[config.mk]
export PLATFORM = sky130hd
export DESIGN_NAME = adcx_cfg_bank
export DESIGN_NICKNAME = d
export VERILOG_FILES = /design/src/design/adcx_pkg.sv /design/src/design/adcx_addr_sel.sv /design/src/design/adcx_cfg_bank.sv
export SDC_FILE = /design/constraint.sdc
export NUM_CORES = 1
export LEC_CHECK = 0
export BUFFER_PORTS_ARGS = -buffer_cell sky130_fd_sc_hd__buf_2
export CORE_MARGIN = 2
export CORE_UTILIZATION = 43
export DETAILED_ROUTE_END_ITERATION = 8
export PLACE_DENSITY = 0.61
export SLEW_MARGIN = 0
export SYNTH_ARGS = -nofsm -noshare
export SYNTH_HDL_FRONTEND = slang
export SYNTH_SLANG_ARGS = --single-unit
[constraint.sdc]
create_clock -name core_clk_i -period 4.6 [get_ports core_clk_i]
set_input_delay 0.23 -clock core_clk_i [delete_from_list [all_inputs] [get_ports core_clk_i]]
set_output_delay 0.23 -clock core_clk_i [all_outputs]
set_load 0.05 [all_outputs]
[src/design/adcx_pkg.sv]
// register map, field layout and protocol states of the auxiliary config bank
// shared by the bank and its strap decoder; no timing of its own
package adcx_pkg;

  // ==========================================================================
  // register offsets and reset values
  localparam logic [7:0] ADCX_OFS_STATUS_CFG = 8'h02; // status_and_excitation_config
  localparam logic [7:0] ADCX_OFS_ROUTING    = 8'h03; // excitation_routing
  localparam logic [7:0] ADCX_RST_STATUS_CFG = 8'h00;
  localparam logic [7:0] ADCX_RST_ROUTING    = 8'h00;
  localparam logic [7:0] ADCX_RD_UNMAPPED    = 8'h00;

  // ==========================================================================
  // field positions, status_and_excitation_config
  localparam int ADCX_POS_READY   = 7;
  localparam int ADCX_POS_DATA_COUNTER_ENABLE    = 6;
  localparam int ADCX_POS_INTEG_H = 5;
  localparam int ADCX_POS_INTEG_L = 4;
  localparam int ADCX_POS_BURNOUT = 3;
  localparam int ADCX_POS_CURR_H  = 2;
  localparam int ADCX_POS_CURR_L  = 0;

  // field positions, excitation_routing
  localparam int ADCX_POS_ROUTE1_H = 7;
  localparam int ADCX_POS_ROUTE1_L = 5;
  localparam int ADCX_POS_ROUTE2_H = 4;
  localparam int ADCX_POS_ROUTE2_L = 2;
  localparam logic [1:0] ADCX_ROUTE_RSVD_VAL = 2'h0;

  // ==========================================================================
  // field encodings
  localparam logic [1:0] ADCX_INTEG_NONE    = 2'h0;
  localparam logic [1:0] ADCX_INTEG_INVERT  = 2'h1;
  localparam logic [1:0] ADCX_INTEG_CRC16   = 2'h2;
  localparam logic [2:0] ADCX_CURR_OFF      = 3'h0;
  localparam logic [2:0] ADCX_CURR_10UA     = 3'h1;
  localparam logic [2:0] ADCX_CURR_50UA     = 3'h2;
  localparam logic [2:0] ADCX_CURR_250UA    = 3'h4;
  localparam logic [2:0] ADCX_CURR_500UA    = 3'h5;
  localparam logic [2:0] ADCX_CURR_1500UA   = 3'h7;
  localparam logic [2:0] ADCX_ROUTE_OFF     = 3'h0;
  localparam logic [2:0] ADCX_ROUTE_ANALOG_INPUT_ZERO    = 3'h1;
  localparam logic [2:0] ADCX_ROUTE_REFERENCE_POSITIVE_INPUT    = 3'h5;
  localparam logic [2:0] ADCX_ROUTE_REFERENCE_NEGATIVE_INPUT    = 3'h6;

  // ==========================================================================
  // serial target constants
  localparam logic [3:0] ADCX_BYTE_BITS     = 4'h8;
  localparam logic [2:0] ADCX_LAST_OUT_BIT  = 3'h7;
  localparam logic [6:0] ADCX_ADDR_BASE_RST = 7'h00;

  typedef enum logic [3:0] {
    ADCX_ST_IDLE,
    ADCX_ST_ADDR,
    ADCX_ST_ADDR_ACK,
    ADCX_ST_PTR,
    ADCX_ST_PTR_ACK,
    ADCX_ST_WDATA,
    ADCX_ST_WDATA_ACK,
    ADCX_ST_RDATA,
    ADCX_ST_RDATA_ACK
  } adcx_state_t;

endpackage
[src/design/adcx_addr_sel.sv]
// bus address decoder from the two four-level address strap pins
// assumes strap codes are stable around reset release and synchronous to clk
`timescale 1ns/1ps
module adcx_addr_sel
  import adcx_pkg::*;
#(
  parameter logic [6:0] ADDR_BASE = 7'h48        // arbitrary value, board picks real one
) (
  input  wire logic       core_clk_i,               // system clock
  input  wire logic       rst_i,                    // async reset, active high
  input  wire logic [1:0] address_select_pin_low_i, // strap level code of low pin
  input  wire logic [1:0] address_select_pin_high_i,// strap level code of high pin
  output logic      [6:0] dev_addr_o                // latched target address
);

  logic strap_taken;

  // ==========================================================================
  // strap capture: taken once after reset release, never from the port at reset
  always_ff @(posedge core_clk_i or posedge rst_i) begin
    if (rst_i) begin
      strap_taken <= 1'b0;
      dev_addr_o  <= ADCX_ADDR_BASE_RST;
    end else if (!strap_taken) begin
      strap_taken <= 1'b1;
      // two pins of four levels each give sixteen distinct addresses
      dev_addr_o  <= {ADDR_BASE[6:4], address_select_pin_high_i, address_select_pin_low_i};
    end
  end

endmodule

[src/design/adcx_cfg_bank.sv]
// auxiliary configuration bank of the converter with its serial target port
// assumes scl/sda inputs already synchronous to core_clk_i, pull-ups off chip
//
// Notes on behaviour
// ready flag sets on result, clears on read
// bit 6 enables the data counter
// bits 5:4 pick integrity check mode
// bit 3 switches burn-out current sources
// bits 2:0 set shared excitation current
// routing bits 7:5 steer first source
// routing bits 4:2 steer second source
// routing bits 1:0 read zero, write zero
// routing register sits at 03h, resets 00h
// never holds the serial clock low
// plain target for all three speeds
// two strap pins select sixteen addresses
// ready pin is open drain, low only
// status/config register at 02h, resets 00h
// controller avoids reserved or unlisted encodings; the bench writes unlisted route codes 2 to 4
`timescale 1ns/1ps
module adcx_cfg_bank
  import adcx_pkg::*;
(
  input  wire logic       core_clk_i,                   // 100 MHz system clock
  input  wire logic       rst_i,                        // async reset, active high
  input  wire logic       scl_i,                        // serial clock level
  input  wire logic       sda_i,                        // serial data level
  output logic            sda_o,                        // serial data drive value
  output logic            sda_oe_o,                     // high while pulling sda low
  input  wire logic [1:0] address_select_pin_low_i,     // low strap pin level code
  input  wire logic [1:0] address_select_pin_high_i,    // high strap pin level code
  input  wire logic       conv_done_i,                  // pulse: new result ready
  input  wire logic       conv_data_read_i,             // pulse: result has been read
  output logic            ready_pin_o,                  // open-drain ready value
  output logic            ready_pin_oe_o,               // high while pulling ready low
  output logic            conversion_ready_flag_o,      // ready flag level
  output logic            data_counter_enable_o,        // counter enable
  output logic      [1:0] integrity_mode_o,             // integrity check mode
  output logic            burnout_source_enable_o,      // burn-out sources on
  output logic      [2:0] excitation_current_setting_o, // shared source current
  output logic      [2:0] first_source_route_o,         // first source routing
  output logic      [2:0] second_source_route_o         // second source routing
);

  adcx_state_t state;
  logic [6:0]  dev_addr;
  logic [7:0]  shreg;
  logic [7:0]  ptr;
  logic [3:0]  bit_cnt;
  logic        rw_read;
  logic        host_ack;
  logic        sda_drive;
  logic        scl_q;
  logic        sda_q;
  logic        start_det;
  logic        stop_det;
  logic        scl_rise;
  logic        scl_fall;
  logic        wr_fire;
  logic [6:0]  cfg;
  logic [5:0]  route;
  logic [7:0]  rd_view;

  // ==========================================================================
  // register read view, used only by the read shifter
  function automatic logic [7:0] reg_view(input logic [7:0] ofs, input logic rdy,
                                          input logic [6:0] c, input logic [5:0] r);
    if (ofs == ADCX_OFS_STATUS_CFG) begin
      return {rdy, c};
    end else if (ofs == ADCX_OFS_ROUTING) begin
      return {r, ADCX_ROUTE_RSVD_VAL}; // reserved pair reads zero
    end else begin
      return ADCX_RD_UNMAPPED;
    end
  endfunction

  // byte the read shifter loads; a select on a call result is not legal, so it is named
  assign rd_view = reg_view(ptr, conversion_ready_flag_o, cfg, route);

  adcx_addr_sel u_addr_sel (
    .core_clk_i                (core_clk_i),
    .rst_i                     (rst_i),
    .address_select_pin_low_i  (address_select_pin_low_i),
    .address_select_pin_high_i (address_select_pin_high_i),
    .dev_addr_o                (dev_addr)
  );

  // ==========================================================================
  // line history for edge and start/stop detection
  always_ff @(posedge core_clk_i or posedge rst_i) begin
    if (rst_i) begin
      scl_q <= 1'b1;
      sda_q <= 1'b1;
    end else begin
      scl_q <= scl_i;
      sda_q <= sda_i;
    end
  end

  assign start_det = scl_i && scl_q && sda_q && !sda_i;
  assign stop_det  = scl_i && scl_q && !sda_q && sda_i;
  assign scl_rise  = scl_i && !scl_q;
  assign scl_fall  = !scl_i && scl_q;
  assign wr_fire   = (state == ADCX_ST_WDATA) && scl_fall && (bit_cnt == ADCX_BYTE_BITS);

  // ==========================================================================
  // serial target; no speed-dependent timing, oversampled at 100 MHz
  always_ff @(posedge core_clk_i or posedge rst_i) begin
    if (rst_i) begin
      state     <= ADCX_ST_IDLE;
      shreg     <= 8'h00;
      ptr       <= 8'h00;
      bit_cnt   <= 4'h0;
      rw_read   <= 1'b0;
      host_ack  <= 1'b0;
      sda_drive <= 1'b0;
    end else if (start_det) begin
      // repeated start keeps the pointer so a read follows a pointer write
      state     <= ADCX_ST_ADDR;
      bit_cnt   <= 4'h0;
      sda_drive <= 1'b0;
    end else if (stop_det) begin
      state     <= ADCX_ST_IDLE;
      sda_drive <= 1'b0;
    end else begin
      case (state)
        ADCX_ST_ADDR, ADCX_ST_PTR, ADCX_ST_WDATA: begin
          if (scl_rise && bit_cnt != ADCX_BYTE_BITS) begin
            shreg   <= {shreg[6:0], sda_i};
            bit_cnt <= bit_cnt + 4'h1;
          end else if (scl_fall && bit_cnt == ADCX_BYTE_BITS) begin
            bit_cnt <= 4'h0;
            if (state == ADCX_ST_ADDR) begin
              // answer only our strapped address
              if (shreg[7:1] == dev_addr) begin
                rw_read   <= shreg[0];
                sda_drive <= 1'b1;
                state     <= ADCX_ST_ADDR_ACK;
              end else begin
                state <= ADCX_ST_IDLE;
              end
            end else if (state == ADCX_ST_PTR) begin
              ptr       <= shreg;
              sda_drive <= 1'b1;
              state     <= ADCX_ST_PTR_ACK;
            end else begin
              sda_drive <= 1'b1;
              state     <= ADCX_ST_WDATA_ACK;
            end
          end
        end
        ADCX_ST_ADDR_ACK, ADCX_ST_PTR_ACK, ADCX_ST_WDATA_ACK: begin
          // sda only moves while scl is low; scl itself is never driven
          if (scl_fall) begin
            if (state == ADCX_ST_ADDR_ACK && rw_read) begin
              shreg     <= rd_view;
              sda_drive <= !rd_view[7];
              state     <= ADCX_ST_RDATA;
            end else begin
              sda_drive <= 1'b0;
              state     <= (state == ADCX_ST_ADDR_ACK) ? ADCX_ST_PTR : ADCX_ST_WDATA;
            end
            if (state == ADCX_ST_WDATA_ACK) begin
              ptr <= ptr + 8'h01;
            end
          end
        end
        ADCX_ST_RDATA: begin
          if (scl_fall) begin
            if (bit_cnt[2:0] == ADCX_LAST_OUT_BIT) begin
              bit_cnt   <= 4'h0;
              sda_drive <= 1'b0;
              state     <= ADCX_ST_RDATA_ACK;
            end else begin
              bit_cnt   <= bit_cnt + 4'h1;
              shreg     <= {shreg[6:0], 1'b0};
              sda_drive <= !shreg[6];
            end
          end
        end
        ADCX_ST_RDATA_ACK: begin
          if (scl_rise) begin
            host_ack <= !sda_i;
          end else if (scl_fall) begin
            // a nack ends the read; an ack repeats the same register
            if (host_ack) begin
              shreg     <= rd_view;
              sda_drive <= !rd_view[7];
              state     <= ADCX_ST_RDATA;
            end else begin
              state <= ADCX_ST_IDLE;
            end
          end
        end
        default: begin
          state     <= ADCX_ST_IDLE;
          sda_drive <= 1'b0;
        end
      endcase
    end
  end

  // open-drain data line: value is always low, enable carries the bit
  assign sda_o    = 1'b0;
  assign sda_oe_o = sda_drive;

  // ==========================================================================
  // ready flag; a result in the clearing cycle wins so it is never lost
  always_ff @(posedge core_clk_i or posedge rst_i) begin
    if (rst_i) begin
      conversion_ready_flag_o <= 1'b0;
    end else if (conv_done_i) begin
      conversion_ready_flag_o <= 1'b1;
    end else if (conv_data_read_i) begin
      conversion_ready_flag_o <= 1'b0;
    end
  end

  // ready pin pulls low while a result waits, pull-up gives the high
  assign ready_pin_o    = 1'b0;
  assign ready_pin_oe_o = conversion_ready_flag_o;

  // ==========================================================================
  // status_and_excitation_config writable part at 02h
  always_ff @(posedge core_clk_i or posedge rst_i) begin
    if (rst_i) begin
      cfg <= ADCX_RST_STATUS_CFG[6:0];
    end else if (wr_fire && ptr == ADCX_OFS_STATUS_CFG) begin
      cfg <= shreg[6:0]; // see R14; bit 7 is read-only and not stored
    end
  end

  // ==========================================================================
  // excitation_routing at 03h; reserved bits never stored
  always_ff @(posedge core_clk_i or posedge rst_i) begin
    if (rst_i) begin
      route <= ADCX_RST_ROUTING[7:2];
    end else if (wr_fire && ptr == ADCX_OFS_ROUTING) begin
      route <= shreg[7:2];
    end
  end

  // ==========================================================================
  // field fan-out; reserved codes pass through as written
  assign data_counter_enable_o        = cfg[ADCX_POS_DATA_COUNTER_ENABLE];
  assign integrity_mode_o             = cfg[ADCX_POS_INTEG_H:ADCX_POS_INTEG_L];
  assign burnout_source_enable_o      = cfg[ADCX_POS_BURNOUT];
  assign excitation_current_setting_o = cfg[ADCX_POS_CURR_H:ADCX_POS_CURR_L];
  assign first_source_route_o  = route[ADCX_POS_ROUTE1_H-2:ADCX_POS_ROUTE1_L-2];
  assign second_source_route_o = route[ADCX_POS_ROUTE2_H-2:ADCX_POS_ROUTE2_L-2];
endmodule

==> results of run 1 <==
-- layer usage --
layer | up-vias | routed length, um
met3 | 12 | 203
met5 | - | 0
li1 | 1140 | -
met2 | 52 | 3090
met4 | 0 | 111
met1 | 1122 | 3270
-- final timing paths --
check,start,depth (start not counted),endpoint,slack [ns]
worst max-delay path,state[3]$_DFFE_PP0P_,5,shreg[3]$_DFFE_PP0P_,2.26
worst min-delay path,scl_i,1,scl_q$_DFF_PP1_,0.05
worst max register to register,state[3]$_DFFE_PP0P_,5,shreg[3]$_DFFE_PP0P_,2.26
worst min register to register,u_addr_sel.dev_addr_o[6]$_DFFE_PP0N_,1,u_addr_sel.dev_addr_o[6]$_DFFE_PP0N_,0.53
max in group asynchronous,rst_i,2,state[0]$_DFFE_PP0P_,3.80
min in group asynchronous,rst_i,2,sda_oe_o$_DFFE_PP0P_,0.16
-- registers in the layout, indices dropped and copies added (netlist names) --
signal and flops:
shreg 8, bit_cnt 4, u_addr_sel.strap_taken 1, route 6
rw_read 1, conversion_ready_flag_o 1, state 4, u_addr_sel.dev_addr_o 5
sda_oe_o 1, sda_q 1, host_ack 1, cfg 7
scl_q 1, ptr 8
-- kinds of logic (layout without fill, tap and decap cells) --
family | count (synthesis) | count (layout) | share of synthesized area
compound gates | 74 | 74 | 0.179
flops | 49 | 49 | 0.420
simple gates | 114 | 114 | 0.212
other cells | 2 | 3 | 0.00257
xor+xnor | 7 | 7 | 0.0210
fa+ha+maj | 5 | 5 | 0.0214
mux | 26 | 26 | 0.0993
buf+inv | 28 | 46 | 0.0441
-- metrics by stage --
stage               total power [uW]  hold WS [ns]  instance area (um2)   util  setup WS, ns
finish                          1670        0.0459                 3180  0.476          2.26
global route                    1800        0.0408                 3180  0.476          2.12
CTS                             1670        0.0476                 3180  0.476          2.27
detailed placement              1360         0.376                 3070  0.460          2.28
global placement                1350         0.372                 3070  0.460          2.28
floorplan                       1210         0.234                 2930      -          2.66
-- cell type report --
type | instances | area, um2
timing repair buffer | 25 | 125
inverter | 13 | 48.8
multi-input combinational | 229 | 1570
fill | 660 | 3500
tap | 80 | 100
clock inverter | 2 | 38.8
sequential | 49 | 1230
clock buffer | 6 | 72.6
-- power by group --
part / internal [uW] / total (uW) / switching (uW) / leakage (uW)
registers: 523 / 686 / 163 / 0.000615
clock network: 164 / 318 / 154 / 0.0000554
logic: 278 / 663 / 385 / 0.000764
total: 964 / 1670 / 703 / 0.00143
-- synth_stat cells (all sizes together) (4+ instances only) --
cell type  count
dfrtp         47
mux2          24
a211oi         4
a211o          4
nor2b          4
buf           10
a21oi         14
nand3         14
a31oi          5
nor4           4
inv           13
nor2          24
nand2         32
and3           4
o21ai         17
nand2b         5
o211ai         4
o31ai          5
ha             5
xnor2          5
clkbuf         5
nor3           8
-- worst max-delay path, delay by kind of cell, from the launching register on --
family / cells / cell delay (ns)
muxes: 1 / 0.25
and+or+nand+nor: 3 / 1.13
AOI/OAI and AO/OA: 1 / 0.25
DFF: 1 / 0.60
==> impl_metrics.yaml, run 1 <==
run_status:
  status: "finished clean"
setup_path:
  setup.worst_path.class: "reg -> reg"
  path_cells: "or3_1 -> nand3_1 -> nor4b_1 -> a211o_1 -> mux2_2"
  slowest_delay_ns: 0.60
  arrival_ns: 2.54
  cp_slowest_cell: "dfrtp_1"
  cp-start-kind: "flip-flop"
  crit_required_ns: 4.80
  crit_path_end_kind: "flip-flop"
  crit_fanout: 20
placement:
  place_inst: 396
  numPortBuffers: 25
  dpl.hpwl_um: 4780
  globalplace.congestion: 0.834
route:
  vias: 2326
  wl_um: 6670
  remaining_drc_errors: 0
  wl_per_cell_um: 16.5
  via_per_inst: 5.76
  ant_nets: 0
  firstDrtPassIters: 4
  drtIter0Drc: 204
clock_network:
  cts_sinks: 49
  clk_latency_ns: 0.31
  cts-root-buf: "clkbuf_8"
  cts_tree: "yes"
  htreeDepth: 2
  cts_made_buffers: 5
  cts_hold_buf: 0
  cts.reportedPaths.clkPinSlew_ns: 0.10
  cts_buffer_depth: 2
  cts-resized-gates: 0
  post_cts_buffers: 0
synth:
  synth_top_cell_area_share: 0.402
  synth_area_leader_cell: "dfrtp_1"
  postSynthAreaPerCell_um2: 9.58
  yosys-top-cells-area: "dfrtp_1, mux2_2, nand2_1, nor2_1, o21ai_0"
  ys_ff_latch: 49
  synth_cells: 305
  async_flop_share: 1.00
  ys_warn_count: 0
  synthFlopType: "dfrtp_1"
  synth_edf_count: 0
  synth_area_mm2: 0.00292
  synth.distinct_cells: 55
  synth-seq-area-share: 0.420
run:
  maxCapViolCount: 0
floorplan:
  dieWidth_um: 86.4
  dieArea_mm2: 0.00747
  fp.dieH_um: 86.4
  pin_count: 28
  rows: 30
  start_util: 0.437
  coreArea_mm2: 0.00668
grt:
  grt_pass1_vias: 2319
  antenna_found_initial: 0
  grtUsageTotal: 0.196
  grt_overflow: 0
  grtUsageMet3: 0.0333
  busiest_layer: "met2"
  grt_use_met2: 0.317
  grt_use_met1: 0.268
  grt_max_degree: 50
  grt_pass1_wl_um: 11500
final_layout:
  nNetsFinal: 338
  n_antenna_cell: 0
  areaGrowthSynthToFinish_pct: 8.90
  drive_above_1_share: 0.216
  final_cells: 404
  final_common_cell: "dfrtp_1"
  final_cell_mix: "dfrtp_1, nand2_1, buf_2, nor2_1, mux2_2"
pwr:
  peakVddDrop_mv: 0.234
  cellPowerDensity_mw_per_mm2: 524
  leakage_uw: 0.00143
sta:
  fin_skew_ns: 0.00804
  clock.fmax_mhz: 428
  setup_violations: 0
  period_minus_slack_ns: 2.34
  rsz0062_at_grt: "false"
  setup-tns-final_ns: 0
  finalMaxSlewViolations: 0
  hold_violations: 0
  max-slew-margin-rel: 0.315
  finalCritPeriodShare: 0.508
  worst_pin_slew_ns: 1.03
hold_path:
  hp-class: "in -> reg"
(Power assumes the default switching activity.)
==> run 2, diff against run 1 <==
- PLACE_DENSITY: 0.61 -> 0.63
- clock period: 4.6 -> 2.05 ns (I/O delays scaled with it)
==> run 2 against run 1 <==
Compared with the run above:
- sequential share of layout area is 4.1 points lower
- critical endpoint is now shreg[6]$_DFFE_PP0P_
- die area is the same
- the flow now finishes with violations (negative setup slack)
- first-iteration DRC count is 47% higher
==> impl_metrics.yaml, run 2 (same netlist as run 1, synthesis figures left out) <==
setup_path:
  arrival_ns: 2.25
  crit_fanout: 10
  setup.worst_path.class: "reg -> reg"
  cp-start-kind: "flip-flop"
  crit_path_end_kind: "flip-flop"
  crit_required_ns: 2.24
floorplan:
  fp.dieH_um: 86.4
  coreArea_mm2: 0.00668
  rows: 30
  dieWidth_um: 86.4
  start_util: 0.437
  dieArea_mm2: 0.00747
  pin_count: 28
grt:
  grt_pass1_vias: 2355
  grt_pass1_wl_um: 11600
  grt_overflow: 0
  grtUsageTotal: 0.199
  antenna_found_initial: 0
  grt_max_degree: 50
sta:
  fin_skew_ns: 0.0121
  setup_violations: 6
  clock.fmax_mhz: 484
  finalCritPeriodShare: 1.01
  worst_pin_slew_ns: 0.621
  period_minus_slack_ns: 2.07
  setup_ws_ns: -0.0154
  finalMaxSlewViolations: 0
  setup-tns-final_ns: -0.0573
  hold_violations: 0
  max-slew-margin-rel: 0.582
final_layout:
  final_common_cell: "dfrtp_1"
  n_antenna_cell: 0
  final_area_mm2: 0.00357
  final_util: 0.534
  nNetsFinal: 379
  drive_above_1_share: 0.332
  areaGrowthSynthToFinish_pct: 22.0
  final_cell_mix: "dfrtp_1, buf_4, nand2_1, buf_2, mux2_2"
  biggestRegsByFlops: "ptr x8, shreg x8, cfg x7"
route:
  highest_layer: "met4"
  wl_um: 7250
  wl_met3_um: 353
  vias: 2528
  via_per_inst: 5.68
  drtIter0Drc: 299
  met1_length_um: 3340
  ant_nets: 0
  wl_met2_um: 3470
  firstDrtPassIters: 5
  wl_per_cell_um: 16.3
  remaining_drc_errors: 0
clock_network:
  cts_made_buffers: 5
  clk_latency_ns: 0.30
  cts.reportedPaths.clkPinSlew_ns: 0.10
  cts_sinks: 49
  cts_tree: "yes"
  htreeDepth: 2
  cts-root-buf: "clkbuf_8"
  cts_buffer_depth: 2
hold_path:
  hp-class: "in -> reg"
pwr:
  finalPower_uw: 4120
  leakage_uw: 0.00166
  peakVddDrop_mv: 0.440
  cellPowerDensity_mw_per_mm2: 1150
run:
  maxCapViolCount: 0
run_status:
  status: "finished with violations"
  violations: "negative setup slack"
placement:
  numPortBuffers: 25
  dpl_cell_area_mm2: 0.00331
  globalplace.congestion: 0.841
  dpl.hpwl_um: 5220
run 2: changes by cell type in the layout (fill, tap and decap cells not counted), moves of 3 or more:
cell           change
buf_4             +34
dfrtp_1            -3
dfrtp_2            +3
dlygate4sd3_1      +4
run 2: cell type report:
| class | instances | area [um2] |
|---|---|---|
| Clock inverter | 3 | 43.8 |
| Clock buffer | 5 | 68.8 |
| Fill cell | 598 | 3110 |
| Sequential cell | 49 | 1230 |
| Timing Repair Buffer | 66 | 457 |
| Inverter | 13 | 48.8 |
| Tap cell | 80 | 100 |
| Multi-Input combinational cell | 229 | 1620 |
run 2: metrics by stage:
stage	hold WS, ns	std cells	setup slack (ns)
5_1_grt	0.0192	445	-0.0620
3_3_place_gp	0.166	426	0.0460
2_1_floorplan	0.107	306	0.114
3_5_place_dp	0.168	426	-0.0269
4_1_cts	0.0193	440	0.0179
6_report	0.0260	445	-0.0154
run 2: worst paths after layout:
| check | startpoint | endpoint | slack (ns) | cells past startpoint |
|---|---|---|---|---|
| worst max-delay path | state[1]$_DFFE_PP0P_ | shreg[6]$_DFFE_PP0P_ | -0.02 | 5 |
| worst min-delay path | address_select_pin_high_i[0] | u_addr_sel.dev_addr_o[2]$_DFFE_PP0N_ | 0.03 | 2 |
| worst max register to register | state[1]$_DFFE_PP0P_ | shreg[6]$_DFFE_PP0P_ | -0.02 | 5 |
| worst min register to register | u_addr_sel.dev_addr_o[6]$_DFFE_PP0N_ | u_addr_sel.dev_addr_o[6]$_DFFE_PP0N_ | 0.52 | 1 |
| max in group asynchronous | rst_i | sda_q$_DFF_PP1_ | 1.40 | 4 |
| min in group asynchronous | rst_i | cfg[3]$_DFFE_PP0P_ | 0.38 | 4 |
run 2: routing by layer:
metal  vias to the layer above  GRT usage
met3                         8     0.0229
li1                       1221          -
met5                         -          0
met2                        78      0.326
met4                         0     0.0483
met1                      1221      0.282
run 2: power by group:
group          switching [uW]  leakage (uW)  internal [uW]
logic                    1020      0.000986            876
clock network             345     0.0000585            366
registers                 331      0.000612           1180
run 2: critical path: stages, from the launching register on:
cell      delay, ns
dfrtp_2        0.49
nand2b_1       0.24
nor4_1         0.51
nor3_2         0.12
o211ai_4       0.21
mux2_2         0.38
run 2: what timing repair did:
action,in CTS,in global routing
setup buffers,2,5
gates cloned,0,0
resized for setup,1,16
hold buffers,4,0
pin swaps,1,5
endpoints found under the hold margin,50,0
endpoints found under the setup margin,16,30
